--- src/pfm_pkg.sv ---
// Package of constants for the pin function multiplexer
package pfm_pkg;
  // ----------------------------------------------------------------
  // Pin counts and bit positions
  // ----------------------------------------------------------------
  localparam int PFM_P0_W = 8;
  localparam int PFM_P1_W = 7;
  localparam int PFM_P0_NONE = 0;
  localparam int PFM_P0_SEC = 1;
  localparam int PFM_P0_PRI = 2;
  localparam int PFM_P0_CMPO = 3;
  localparam int PFM_P0_VREF = 4;
  localparam int PFM_P0_COMPARATOR_IN_PIN = 5;
  localparam int PFM_P0_INT = 6;
  localparam int PFM_P0_SINK = 7;
  localparam int PFM_P1_TDI = 0;
  localparam int PFM_P1_RST = 1;
  localparam int PFM_P1_TMS = 2;
  localparam int PFM_P1_TCK = 3;
  localparam int PFM_P1_TDO = 4;
  // ----------------------------------------------------------------
  // Reset values
  // ----------------------------------------------------------------
  localparam logic [7:0] PFM_P0_RST = 8'h00;
  localparam logic [6:0] PFM_P1_RST_V = 7'h00;
  localparam logic [7:0] PFM_PU0_RST = 8'hff;
  localparam logic [6:0] PFM_PU1_RST = 7'h7f;
  // Mode of the reset-capable pin
  typedef enum logic {PFM_RSTPIN_RESET, PFM_RSTPIN_PORT} pfm_rstpin_t;
endpackage

--- src/pfm_sel_if.sv ---
// Interface carrying per-pin select and port controls
`timescale 1ns/1ps
`default_nettype none
interface pfm_sel_if;
  import pfm_pkg::*;
  logic [7:0] alt0;
  logic [6:0] alt1;
  logic [7:0] oe0;
  logic [6:0] oe1;
  logic [7:0] pu0;
  logic [6:0] pu1;
  logic rst_pin_port;
  modport ctl (output alt0, alt1, oe0, oe1, pu0, pu1, rst_pin_port);
  modport mux (input alt0, alt1, oe0, oe1, pu0, pu1, rst_pin_port);
endinterface
`default_nettype wire

--- src/pfm_ctl.sv ---
// Control register bank: alternate selects, port enables, pull-ups, reset-pin mode
`timescale 1ns/1ps
`default_nettype none
module pfm_ctl
  import pfm_pkg::*;
(
  input wire logic core_clk,
  input wire logic rst_b,
  input wire logic por_b,
  input wire logic cfg_we,
  input wire logic [7:0] alt0_d,
  input wire logic [6:0] alt1_d,
  input wire logic [7:0] oe0_d,
  input wire logic [6:0] oe1_d,
  input wire logic [7:0] pu0_d,
  input wire logic [6:0] pu1_d,
  input wire logic reset_pin_disable,
  pfm_sel_if.ctl sel
);
  logic [7:0] alt0_q, oe0_q, pu0_q;
  logic [6:0] alt1_q, oe1_q, pu1_q;
  pfm_rstpin_t rpm_q;

  // [RULE1] port defaults on reset
  always_ff @(posedge core_clk or negedge rst_b) begin
    if (!rst_b) begin
      alt0_q <= PFM_P0_RST;
      alt1_q <= PFM_P1_RST_V;
      oe0_q <= PFM_P0_RST;
      oe1_q <= PFM_P1_RST_V;
      pu0_q <= PFM_PU0_RST;
      pu1_q <= PFM_PU1_RST;
    end else if (cfg_we) begin
      alt0_q <= alt0_d;
      alt1_q <= alt1_d;
      oe0_q <= oe0_d;
      oe1_q <= oe1_d;
      pu0_q <= pu0_d;
      pu1_q <= pu1_d;
    end
  end

  // [RULE2] power-on gives reset mode
  // Only power-on restores the reset function; a pin reset must not re-arm itself.
  always_ff @(posedge core_clk or negedge por_b) begin
    if (!por_b) begin
      rpm_q <= PFM_RSTPIN_RESET;
    end else if (reset_pin_disable) begin
      // [RULE3] disable bit releases pin
      rpm_q <= PFM_RSTPIN_PORT;
    end
  end

  assign sel.alt0 = alt0_q;
  assign sel.alt1 = alt1_q;
  assign sel.oe0 = oe0_q;
  assign sel.oe1 = oe1_q;
  assign sel.pu0 = pu0_q;
  assign sel.pu1 = pu1_q;
  assign sel.rst_pin_port = (rpm_q == PFM_RSTPIN_PORT);
endmodule
`default_nettype wire

--- src/pfm_top.sv ---
// Pin function multiplexer top: port and alternate function routing
// Summary of operation
// [RULE1] After reset, shared pins are inputs with pull-up, alternates off.
// [RULE2] After power-on, the reset-capable pin is an active-low reset input.
// [RULE3] Writing one to the disable bit turns the reset pin into port I/O.
// [RULE4] While horn enabled, silver output is the complement of brass output.
// [RULE5] Timer pins carry timer input/output or secondary output, else port bit.
// [RULE6] Debug signals TCK, TMS, TDI, TDO each share a port-one pin.
// [RULE7] Interrupt pin is an edge-selectable interrupt source or port bit.
// [RULE8] Port zero bit seven as driver sinks only low; else normal port.
// [RULE9] Comparator output, input and reference pins serve function or port.
// [RULE10] Per-pin alternate select; port enable and pull-up apply only unselected.
`timescale 1ns/1ps
`default_nettype none
module pfm_top
  import pfm_pkg::*;
(
  input wire logic core_clk,
  input wire logic rst_b,
  input wire logic por_b,
  input wire logic cfg_we,
  input wire logic [7:0] alt0_sel,
  input wire logic [6:0] alt1_sel,
  input wire logic [7:0] port0_oe,
  input wire logic [6:0] port1_oe,
  input wire logic [7:0] port0_pu,
  input wire logic [6:0] port1_pu,
  input wire logic reset_pin_disable,
  input wire logic [7:0] port0_out,
  input wire logic [6:0] port1_out,
  output logic [7:0] port0_in,
  output logic [6:0] port1_in,
  input wire logic [7:0] pad0_i,
  output logic [7:0] pad0_o,
  output logic [7:0] pad0_oe,
  output logic [7:0] pad0_pu,
  input wire logic [6:0] pad1_i,
  output logic [6:0] pad1_o,
  output logic [6:0] pad1_oe,
  output logic [6:0] pad1_pu,
  input wire logic timer_out,
  input wire logic timer_out_en,
  input wire logic timer_sec_out,
  output logic timer_in,
  input wire logic cmp_result,
  output logic cmp_in_connect,
  output logic vref_connect,
  input wire logic vref_drive_en,
  input wire logic int_edge_fall,
  output logic ext_int_pulse,
  output logic pin_reset_b,
  input wire logic sink_on,
  input wire logic dbg_tdo,
  input wire logic dbg_tdo_en,
  output logic dbg_tck,
  output logic dbg_tms,
  output logic dbg_tdi,
  input wire logic horn_en,
  input wire logic horn_drive,
  output logic horn_brass_out,
  output logic horn_silver_out
);
  pfm_sel_if sel();
  logic [7:0] o0, e0, u0;
  logic [6:0] o1, e1, u1;
  logic int_q, int_prev_q, ext_int_q, tin_q, tck_q, tms_q, tdi_q;
  logic rstpin_q, hb_q, hs_q;
  logic [7:0] p0in_q;
  logic [6:0] p1in_q;

  pfm_ctl pfm_ctl_inst (
    .core_clk(core_clk),
    .rst_b(rst_b),
    .por_b(por_b),
    .cfg_we(cfg_we),
    .alt0_d(alt0_sel),
    .alt1_d(alt1_sel),
    .oe0_d(port0_oe),
    .oe1_d(port1_oe),
    .pu0_d(port0_pu),
    .pu1_d(port1_pu),
    .reset_pin_disable(reset_pin_disable),
    .sel(sel)
  );

  // ----------------------------------------------------------------
  // Port zero routing
  // ----------------------------------------------------------------
  always_comb begin
    // [RULE10] port controls when unselected
    o0 = port0_out;
    e0 = sel.oe0 & ~sel.alt0;
    u0 = sel.pu0 & ~sel.alt0 & ~sel.oe0;
    // [RULE5] timer pins
    if (sel.alt0[PFM_P0_PRI]) begin
      o0[PFM_P0_PRI] = timer_out;
      e0[PFM_P0_PRI] = timer_out_en;
    end
    if (sel.alt0[PFM_P0_SEC]) begin
      o0[PFM_P0_SEC] = timer_sec_out;
      e0[PFM_P0_SEC] = 1'b1;
    end
    // [RULE9] comparator and reference
    if (sel.alt0[PFM_P0_CMPO]) begin
      o0[PFM_P0_CMPO] = cmp_result;
      e0[PFM_P0_CMPO] = 1'b1;
    end
    // Digital buffers stay off on analog pins; reference may be driven out
    if (sel.alt0[PFM_P0_VREF]) begin
      o0[PFM_P0_VREF] = 1'b0;
      e0[PFM_P0_VREF] = 1'b0;
    end
    // [RULE8] sink driver pulls low only
    if (sel.alt0[PFM_P0_SINK]) begin
      o0[PFM_P0_SINK] = 1'b0;
      e0[PFM_P0_SINK] = sink_on;
    end
    // Interrupt and comparator input pins are inputs when selected
    o0[PFM_P0_NONE] = port0_out[PFM_P0_NONE];
  end

  // ----------------------------------------------------------------
  // Port one routing
  // ----------------------------------------------------------------
  always_comb begin
    o1 = port1_out;
    e1 = sel.oe1 & ~sel.alt1;
    u1 = sel.pu1 & ~sel.alt1 & ~sel.oe1;
    // [RULE6] debug output shares pin
    if (sel.alt1[PFM_P1_TDO]) begin
      o1[PFM_P1_TDO] = dbg_tdo;
      e1[PFM_P1_TDO] = dbg_tdo_en;
    end
    // [RULE2] reset pin is input only
    if (!sel.rst_pin_port) begin
      o1[PFM_P1_RST] = 1'b0;
      e1[PFM_P1_RST] = 1'b0;
      u1[PFM_P1_RST] = 1'b1;
    end
  end

  assign pad0_o = o0;
  assign pad0_oe = e0;
  assign pad0_pu = u0;
  assign pad1_o = o1;
  assign pad1_oe = e1;
  assign pad1_pu = u1;
  assign cmp_in_connect = sel.alt0[PFM_P0_COMPARATOR_IN_PIN];
  assign vref_connect = sel.alt0[PFM_P0_VREF] & vref_drive_en;

  // ----------------------------------------------------------------
  // Input capture
  // ----------------------------------------------------------------
  always_ff @(posedge core_clk or negedge rst_b) begin
    if (!rst_b) begin
      p0in_q <= 8'h00;
      p1in_q <= 7'h00;
      tin_q <= 1'b0;
      tck_q <= 1'b0;
      tms_q <= 1'b0;
      tdi_q <= 1'b0;
    end else begin
      p0in_q <= pad0_i;
      p1in_q <= pad1_i;
      // [RULE5] timer input gated
      tin_q <= sel.alt0[PFM_P0_PRI] & pad0_i[PFM_P0_PRI];
      // [RULE6] debug inputs gated
      tck_q <= sel.alt1[PFM_P1_TCK] & pad1_i[PFM_P1_TCK];
      tms_q <= sel.alt1[PFM_P1_TMS] & pad1_i[PFM_P1_TMS];
      tdi_q <= sel.alt1[PFM_P1_TDI] & pad1_i[PFM_P1_TDI];
    end
  end
  assign port0_in = p0in_q;
  assign port1_in = p1in_q;
  assign timer_in = tin_q;
  assign dbg_tck = tck_q;
  assign dbg_tms = tms_q;
  assign dbg_tdi = tdi_q;

  // ----------------------------------------------------------------
  // External interrupt
  // ----------------------------------------------------------------
  // [RULE7] edge-selectable interrupt
  always_ff @(posedge core_clk or negedge rst_b) begin
    if (!rst_b) begin
      int_q <= 1'b1;
      int_prev_q <= 1'b1;
      ext_int_q <= 1'b0;
    end else begin
      int_q <= pad0_i[PFM_P0_INT];
      int_prev_q <= int_q;
      ext_int_q <= sel.alt0[PFM_P0_INT] &
        (int_edge_fall ? (int_prev_q & ~int_q) : (~int_prev_q & int_q));
    end
  end
  assign ext_int_pulse = ext_int_q;

  // ----------------------------------------------------------------
  // Reset pin and horn
  // ----------------------------------------------------------------
  // [RULE2] active-low reset from pin
  always_ff @(posedge core_clk or negedge rst_b) begin
    if (!rst_b) begin
      rstpin_q <= 1'b1;
    end else begin
      rstpin_q <= sel.rst_pin_port | pad1_i[PFM_P1_RST];
    end
  end
  assign pin_reset_b = rstpin_q;

  // [RULE4] silver complements brass
  always_ff @(posedge core_clk or negedge rst_b) begin
    if (!rst_b) begin
      hb_q <= 1'b0;
      hs_q <= 1'b0;
    end else begin
      hb_q <= horn_en & horn_drive;
      hs_q <= horn_en & ~horn_drive;
    end
  end
  assign horn_brass_out = hb_q;
  assign horn_silver_out = hs_q;

  // ----------------------------------------------------------------
  // Checks
  // ----------------------------------------------------------------
  logic horn_en_q;
  always_ff @(posedge core_clk or negedge rst_b) begin
    if (!rst_b) begin
      horn_en_q <= 1'b0;
    end else begin
      horn_en_q <= horn_en;
    end
  end

  horn_compl_a: assert property (@(posedge core_clk) disable iff (!rst_b) // [RULE4]
    horn_en_q |-> (horn_silver_out == ~horn_brass_out)) else $error("horn outputs not complementary");
  port_default_a: assert property (@(posedge core_clk) disable iff (!rst_b) // [RULE1]
    $rose(rst_b) |-> (pad0_oe == 8'h00 && pad0_pu == 8'hff)) else $error("port0 not default after reset");
  rst_pin_in_a: assert property (@(posedge core_clk) disable iff (!rst_b) // [RULE2]
    !sel.rst_pin_port |-> (!pad1_oe[PFM_P1_RST] && pad1_pu[PFM_P1_RST])) else $error("reset pin driven");
  rst_release_a: assert property (@(posedge core_clk) disable iff (!rst_b || !por_b) // [RULE3]
    reset_pin_disable |=> sel.rst_pin_port ##1 pin_reset_b) else $error("reset pin not released");
  timer_sec_a: assert property (@(posedge core_clk) disable iff (!rst_b) // [RULE5]
    sel.alt0[PFM_P0_SEC] |-> (pad0_oe[PFM_P0_SEC] && pad0_o[PFM_P0_SEC] == timer_sec_out))
    else $error("secondary timer output wrong");
  dbg_tck_a: assert property (@(posedge core_clk) disable iff (!rst_b) // [RULE6]
    !sel.alt1[PFM_P1_TCK] |=> !dbg_tck) else $error("debug clock leaked from port");
  ext_int_a: assert property (@(posedge core_clk) disable iff (!rst_b) // [RULE7]
    ext_int_pulse |-> $past(sel.alt0[PFM_P0_INT])) else $error("interrupt while deselected");
  sink_low_a: assert property (@(posedge core_clk) disable iff (!rst_b) // [RULE8]
    sel.alt0[PFM_P0_SINK] |-> !pad0_o[PFM_P0_SINK]) else $error("sink driver drove high");
  cmp_out_a: assert property (@(posedge core_clk) disable iff (!rst_b) // [RULE9]
    sel.alt0[PFM_P0_CMPO] |-> (pad0_o[PFM_P0_CMPO] == cmp_result)) else $error("comparator output wrong");
  alt_gate_a: assert property (@(posedge core_clk) disable iff (!rst_b) // [RULE10]
    ((sel.alt0 & pad0_pu) == 8'h00) && ((sel.alt1 & ~8'(1 << PFM_P1_RST) & {1'b0, pad1_pu}) == 8'h00))
    else $error("pull-up on alternate pin");

  horn_on_c: cover property (@(posedge core_clk) disable iff (!rst_b) horn_en_q && horn_brass_out);
  rst_port_c: cover property (@(posedge core_clk) disable iff (!rst_b) $rose(sel.rst_pin_port));
  int_c: cover property (@(posedge core_clk) disable iff (!rst_b) ext_int_pulse);
  sink_c: cover property (@(posedge core_clk) disable iff (!rst_b) pad0_oe[PFM_P0_SINK] && sel.alt0[PFM_P0_SINK]);
endmodule
`default_nettype wire

--- config.mk ---
export PLATFORM = sky130hd
export DESIGN_NAME = pfm_top
export DESIGN_NICKNAME = d
export VERILOG_FILES = /design/src/pfm_pkg.sv /design/src/pfm_sel_if.sv /design/src/pfm_ctl.sv /design/src/pfm_top.sv
export SDC_FILE = /design/constraint.sdc
export NUM_CORES = 1
export LEC_CHECK = 0
export BUFFER_PORTS_ARGS = -buffer_cell sky130_fd_sc_hd__clkbuf_2
export CORE_MARGIN = 2
export CORE_UTILIZATION = 40
export DETAILED_ROUTE_END_ITERATION = 8
export PLACE_DENSITY = 0.74
export SLEW_MARGIN = 40
export SYNTH_ARGS = -nofsm -noshare
export SYNTH_HDL_FRONTEND = slang
export SYNTH_SLANG_ARGS = --single-unit
--- constraint.sdc ---
create_clock -name core_clk -period 1.5 [get_ports core_clk]
set_input_delay 0.225 -clock core_clk [delete_from_list [all_inputs] [get_ports core_clk]]
set_output_delay 0.225 -clock core_clk [all_outputs]
set_load 0.02 [all_outputs]
==> qor.txt, run 1 <==
status - finished clean
share of layout cells above drive strength 1 - 0.717
clk sinks - 71
RSZ-0062 raised after global routing - yes
Yosys top cell by area - dfrtp_1
clock root buffer - clkbuf_8
startpoint types - register
placed inst area - 3600 um2
Arr. time, crit path - 1.25 ns
period utilization - 0.986
Die W - 88.1 um
Initial Util - 0.414
TritonRoute pass-1 iters - 4
Syn Area/Cell - 15.4 um2
via count - 2058
cells after synthesis - 184
Detail Route Antenna Nets - 0
Ports - 161
top cells by area in the synthesized netlist - dfrtp_1, dfstp_2, mux2_2, mux2_4, nor3b_1
gr usage total - 0.153
DRC errors left - 0
DR iter-0 viols - 32
Core Region - 6830 um2
# fillers - 569
Num CTS Buffers - 9
placed cells - 413
Fmax achieved - 0.676 GHz
register bit total from synthesis - 71
H-tree levels - 3
Placer Congestion - 0.726
mux contribution to synthesized area - 0.214
combinational share of power - 0.189
worst rel slew slack - 0.761
slowest CP cell - dfstp_2
HPWL Detailed - 3.97 mm
Crit Path Class - reg2out
initial antenna violation count - 0
power share of the clock group - 0.310
Worst IR Drop VDD - 0.000489 V
Leak - 2.05 nW
global-route wire length before repair - 8.94 mm
synth cell count leaders - dfrtp_1, mux2_2, dfstp_2
final clock skew - 0.00243 ns
clock latency on the worst-skew pair - 0.34 ns
PortBufs - 144
gr ovfl total - 0
TritonCTS clock tree - built
asr flop ratio synth - 1.00
Unique masters post-synth - 19
Area growth syn-to-layout - 46.0%
fin area - 4130 um2
Synth Area in Compound Gates - 0.00797
Synth Area in XOR/XNOR - 0
Fin Setup TNS - 0 ns
FP Rows - 30
Final Max Tran Viols - 0
sequential share of power - 0.501
largest net degree at the start of global routing - 71
hold crit path type - in2reg
most frequent cell after synthesis - dfrtp_1
Crit. End Element - output pin
vias per std cell - 4.58
worst slew pin tran - 0.358 ns
final WL - 6.04 mm
Synth Area in Adders - 0
worst path bufs/invs - 2
Routed WL per cell - 13.4 um
non-filler instance count after layout - 449
max_cap viols - 0
Final Hold Violating Endpoints - 0
simple-gate share of the synthesized area - 0.101
final setup fails - 0
EDFF count, synth - 0
Max Fanout on Critical Path - 2
Crit path largest cell delay - 0.54 ns
CP delay by family, top - flip-flops
Sw Pwr - 1.22 mW
Yosys warning count - 0
main flop type after synthesis - dfrtp_1
die height - 88.1 um
WP data required - 1.27 ns
fin crit period - 1.48 ns
Netlist Area Pre-Place - 2830 um2
PwrDens - 1070 nW/um2
register area share after synthesis - 0.637
Clock transition at path regs - 0.08 ns
Yosys top cell area share - 0.469
Post-Syn Nets - 275
vias in the first global route - 2059
Pint - 3.20 mW
switching share of total power - 0.276
CP cell instances - inv_2 -> o31ai_2 -> buf_4
nets - 439
Die ar. - 7750 um2
CTS max path bufs - 2
combinational family with the most area after synthesis - multiplexers
ant diodes - 0
final timing paths:
kind	from	endpoint	slack (ns)	depth (start not counted)
hold / removal	horn_drive	horn_silver_out	0.03	2
hold reg to reg	int_q	int_prev_q	0.38	0
min in group asynchronous	por_b	pfm_ctl_inst.sel.rst_pin_port	0.19	2
setup / recovery	pfm_ctl_inst.sel.pu1[1]	pad1_pu[1]	0.02	3
max in group asynchronous	rst_b	pfm_ctl_inst.sel.pu1[4]	0.73	3
setup reg to reg	pfm_ctl_inst.sel.alt0[2]	pfm_ctl_inst.sel.alt0[2]	0.53	2
layer usage:
layer,global-route usage,vias up,part of all wire
met5,0,-,0
met4,0.0909,0,0.020
met3,0.0490,12,0.071
met2,0.275,88,0.53
met1,0.155,1009,0.38
li1,-,949,-
state kept, by name, summed over array words and instances (netlist names), 7 cells and up:
name,cells
port1_in,7
pfm_ctl_inst.sel.pu1,7
pfm_ctl_inst.sel.alt0,8
pfm_ctl_inst.sel.oe0,8
pfm_ctl_inst.sel.pu0,8
pfm_ctl_inst.sel.oe1,7
pfm_ctl_inst.sel.alt1,7
port0_in,8
cell families after synthesis:
logic type      after synthesis
buf+inv                      16
simple gates                 44
flops                        71
compound gates                4
mux                          49
cells in the final DEF (no fill, tap or decap), types with 3 or more instances in the layout:
cell,instances
nor2b_1,12
dfstp_2,18
nor3b_2,11
buf_4,11
buf_2,7
nand2_1,4
o21ai_0,3
dfrtp_1,51
clkbuf_8,10
dlygate4sd3_1,17
mux2_4,19
clkbuf_2,123
mux2_2,30
and2_1,7
power groups by stage:
stage                     clock (mW)  combinational, mW  sequential, mW
after floorplan                    0              0.426            2.25
after global placement             0              0.722            2.22
after detailed placement           0              0.735            2.23
after CTS                       1.44              0.805            2.20
after global routing            1.53              0.902            2.24
final                           1.37              0.839            2.22
metrics by stage:
stage	util	worst slack, ns	total power [mW]	hold slack [ns]
4_1_cts	0.590	-0.0387	4.45	0.0103
5_1_grt	0.604	-0.0424	4.67	0.0373
3_5_place_dp	0.527	0.300	2.97	0.00321
3_3_place_gp	0.527	0.321	2.94	0.00102
2_1_floorplan	-	0.173	2.68	-0.0706
6_report	0.604	0.0206	4.43	0.0350
timing repair:
| action | CTS | global route |
|---|---|---|
| resized for setup | 20 | 40 |
| setup endpoints to repair | 9 | 18 |
| pin swaps | 4 | 0 |
| hold endpoints to repair | 68 | 0 |
| gates cloned | 0 | 0 |
| buffers inserted | 1 | 2 |
| hold buffers | 17 | 0 |
cell type report:
type / count / area (um2) / share of cell area
flip-flops and latches: 71 / 1800 / 0.437
inverters: 3 / 11.3 / 0.00273
repair buffers: 166 / 1010 / 0.245
clock buffers: 10 / 138 / 0.0334
well taps: 96 / 120 / 0.0291
multi-input cells: 97 / 1000 / 0.243
clock inverters: 6 / 43.8 / 0.0106
No activity file was read; power rests on OpenSTA's default activity.
==> run 2, diff against run 1 <==
--- a/config.mk
+++ b/config.mk
@@ -5,11 +5,12 @@
 export SDC_FILE = /design/constraint.sdc
 export NUM_CORES = 1
 export LEC_CHECK = 0
-export BUFFER_PORTS_ARGS = -buffer_cell sky130_fd_sc_hd__clkbuf_2
 export CORE_MARGIN = 2
 export CORE_UTILIZATION = 40
 export DETAILED_ROUTE_END_ITERATION = 8
-export PLACE_DENSITY = 0.74
+export DONT_BUFFER_PORTS = 1
+export HOLD_SLACK_MARGIN = 0.02
+export RECOVER_POWER = 25
 export SLEW_MARGIN = 40
 export SYNTH_ARGS = -nofsm -noshare
 export SYNTH_HDL_FRONTEND = slang
==> qor.txt, run 2 (synthesis results as in run 1) <==
Core Region - 6830 um2 (unchanged)
final worst setup slack - -0.000707 ns (was 0.0206 ns)
TritonCTS clock tree - built (unchanged)
Fmax achieved - 0.666 GHz (was 0.676 GHz)
Arr. time, crit path - 1.28 ns (was 1.25 ns)
Die W - 88.1 um (unchanged)
Worst IR Drop VDD - 0.000513 V (was 0.000489 V)
DR iter-0 viols - 39 (was 32)
commonest non-fill, non-tap cell in the layout - dfrtp_1 (was clkbuf_2)
Final Hold Slack - -0.426 ns (was 0.0350 ns)
clk sinks - 71 (unchanged)
final WL - 5.99 mm (was 6.04 mm)
placed cells - 282 (was 413)
nets - 329 (was 439)
Routed WL per cell - 17.7 um (was 13.4 um)
Detail Route Antenna Nets - 0 (unchanged)
Final Max Tran Viols - 0 (unchanged)
Die ar. - 7750 um2 (unchanged)
worst rel slew slack - 0.692 (was 0.761)
Crit. End Element - output pin (unchanged)
TritonRoute pass-1 iters - 2 (was 4)
H-tree levels - 3 (unchanged)
power share of the clock group - 0.366 (was 0.310)
status - complete, but fails checks (was finished clean)
via count - 1647 (was 2058)
PwrDens - 1220 nW/um2 (was 1070 nW/um2)
vias per std cell - 4.86 (was 4.58)
clock latency on the worst-skew pair - 0.34 ns (about the same)
fin crit period - 1.50 ns (was 1.48 ns)
Max Fanout on Critical Path - 2 (unchanged)
hold crit path type - in2async (was in2reg)
worst slew pin tran - 0.461 ns (was 0.358 ns)
FP Rows - 30 (unchanged)
clock root buffer - clkbuf_8 (unchanged)
CTS max path bufs - 2 (unchanged)
RSZ-0062 raised after global routing - yes (unchanged)
Initial Util - 0.414 (unchanged)
startpoint types - register (unchanged)
vias in the first global route - 1781 (was 2059)
switching share of total power - 0.246 (was 0.276)
Sw Pwr - 1.10 mW (was 1.22 mW)
gr ovfl total - 0 (unchanged)
gr usage total - 0.153 (about the same)
Clock transition at path regs - 0.08 ns (about the same)
DRC errors left - 0 (unchanged)
share of layout cells above drive strength 1 - 0.477 (was 0.717)
die height - 88.1 um (unchanged)
final clock skew - 0.00492 ns (was 0.00243 ns)
Num CTS Buffers - 9 (unchanged)
initial antenna violation count - 0 (unchanged)
# fillers - 580 (was 569)
global-route wire length before repair - 8.87 mm (was 8.94 mm)
most frequent cells in the layout - dfrtp_1, dlygate4sd3_1, mux2_2, dfstp_2, buf_4 (was clkbuf_2, dfrtp_1, mux2_2, mux2_4, dfstp_2)
sequential share of power - 0.508 (was 0.501)
PortBufs - 0 (was 144)
failing checks - negative hold slack, negative setup slack
largest net degree at the start of global routing - 71 (unchanged)
Area growth syn-to-layout - 29.2% (was 46.0%)
final setup fails - 1 (was 0)
max_cap viols - 0 (unchanged)
Crit Path Class - reg2out (unchanged)
HPWL Detailed - 3.84 mm (was 3.97 mm)
overall power - 4.46 mW (was 4.43 mW)
combinational share of power - 0.126 (was 0.189)
Placer Congestion - 0.740 (was 0.726)
WP data required - 1.27 ns (about the same)
Leak - 1.56 nW (was 2.05 nW)
Ports - 161 (unchanged)
Pint - 3.36 mW (was 3.20 mW)
ant diodes - 0 (unchanged)
Final Hold Violating Endpoints - 70 (was 0)
period utilization - 1.00 (was 0.986)
non-filler instance count after layout - 339 (was 449)
run 2: cell count changes in the layout (fill, tap and decap cells not counted), sizes merged:
cell         change
dlygate4sd3     +21
bufinv           +2
buf              -6
clkinv           -1
clkbuf         -125
inv              -1
run 2: worst max-delay path: stages, from the launching register on:
cell and delay [ns]:
dfstp_2 0.53, inv_2 0.04, o31ai_2 0.20, buf_4 0.18
run 2: stage by stage:
| step | setup slack, ns | instance area, um2 | util | setup TNS, ns |
|---|---|---|---|---|
| after floorplan | 0.173 | 2830 | - | 0 |
| after global placement | 0.283 | 2960 | 0.433 | 0 |
| after detailed placement | 0.247 | 2960 | 0.433 | 0 |
| after CTS | 0.00137 | 3560 | 0.521 | 0 |
| after global routing | -0.0216 | 3650 | 0.534 | -0.0361 |
| final | -0.000707 | 3650 | 0.534 | -0.000707 |
run 2: what timing repair did:
item                       4_1_cts  5_1_grt
hold endpoints to repair       110       73
resized for setup                7       12
buffers inserted                 1        2
setup endpoints to repair        5       10
hold buffers                    36        2
pin swaps                        3        1
run 2: routing by layer:
layer,vias to the layer above,part of all wire,global-route usage
met3,17,0.092,0.0566
met5,-,0,0
met1,804,0.37,0.169
met4,0,0.026,0.0826
met2,100,0.51,0.258
li1,726,-,-
run 2: worst paths after layout:
check / from / endpoint / slack (ns) / cells past startpoint
min in group core_clk: port0_pu[2] / pfm_ctl_inst.sel.pu0[2] / 0.04 / 1
min: rst_b / ext_int_pulse / -0.43 / 0
max in group asynchronous: por_b / pfm_ctl_inst.sel.rst_pin_port / 1.31 / 1
max: pfm_ctl_inst.sel.pu1[1] / pad1_pu[1] / -0.0007 / 3
max reg2reg: pfm_ctl_inst.sel.pu1[1] / pfm_ctl_inst.sel.pu1[1] / 0.14 / 3
min reg2reg: int_q / int_prev_q / 0.37 / 0
run 2: layout make-up:
type,instances,area [um2],area share
tap,96,120,0.0329
clock buffer,10,128,0.0350
inverter,3,11.3,0.00308
timing repair buffer,56,523,0.143
clock inverter,6,86.3,0.0236
multi-input combinational,97,983,0.269
sequential,71,1800,0.493
run 2: power by group through the flow:
| stage | combinational [mW] | sequential [mW] | clock (mW) |
|---|---|---|---|
| floorplan | 0.426 | 2.25 | 0 |
| global placement | 0.434 | 2.27 | 0 |
| detailed placement | 0.443 | 2.29 | 0 |
| CTS | 0.537 | 2.26 | 1.68 |
| global route | 0.597 | 2.29 | 1.76 |
| finish | 0.563 | 2.27 | 1.63 |
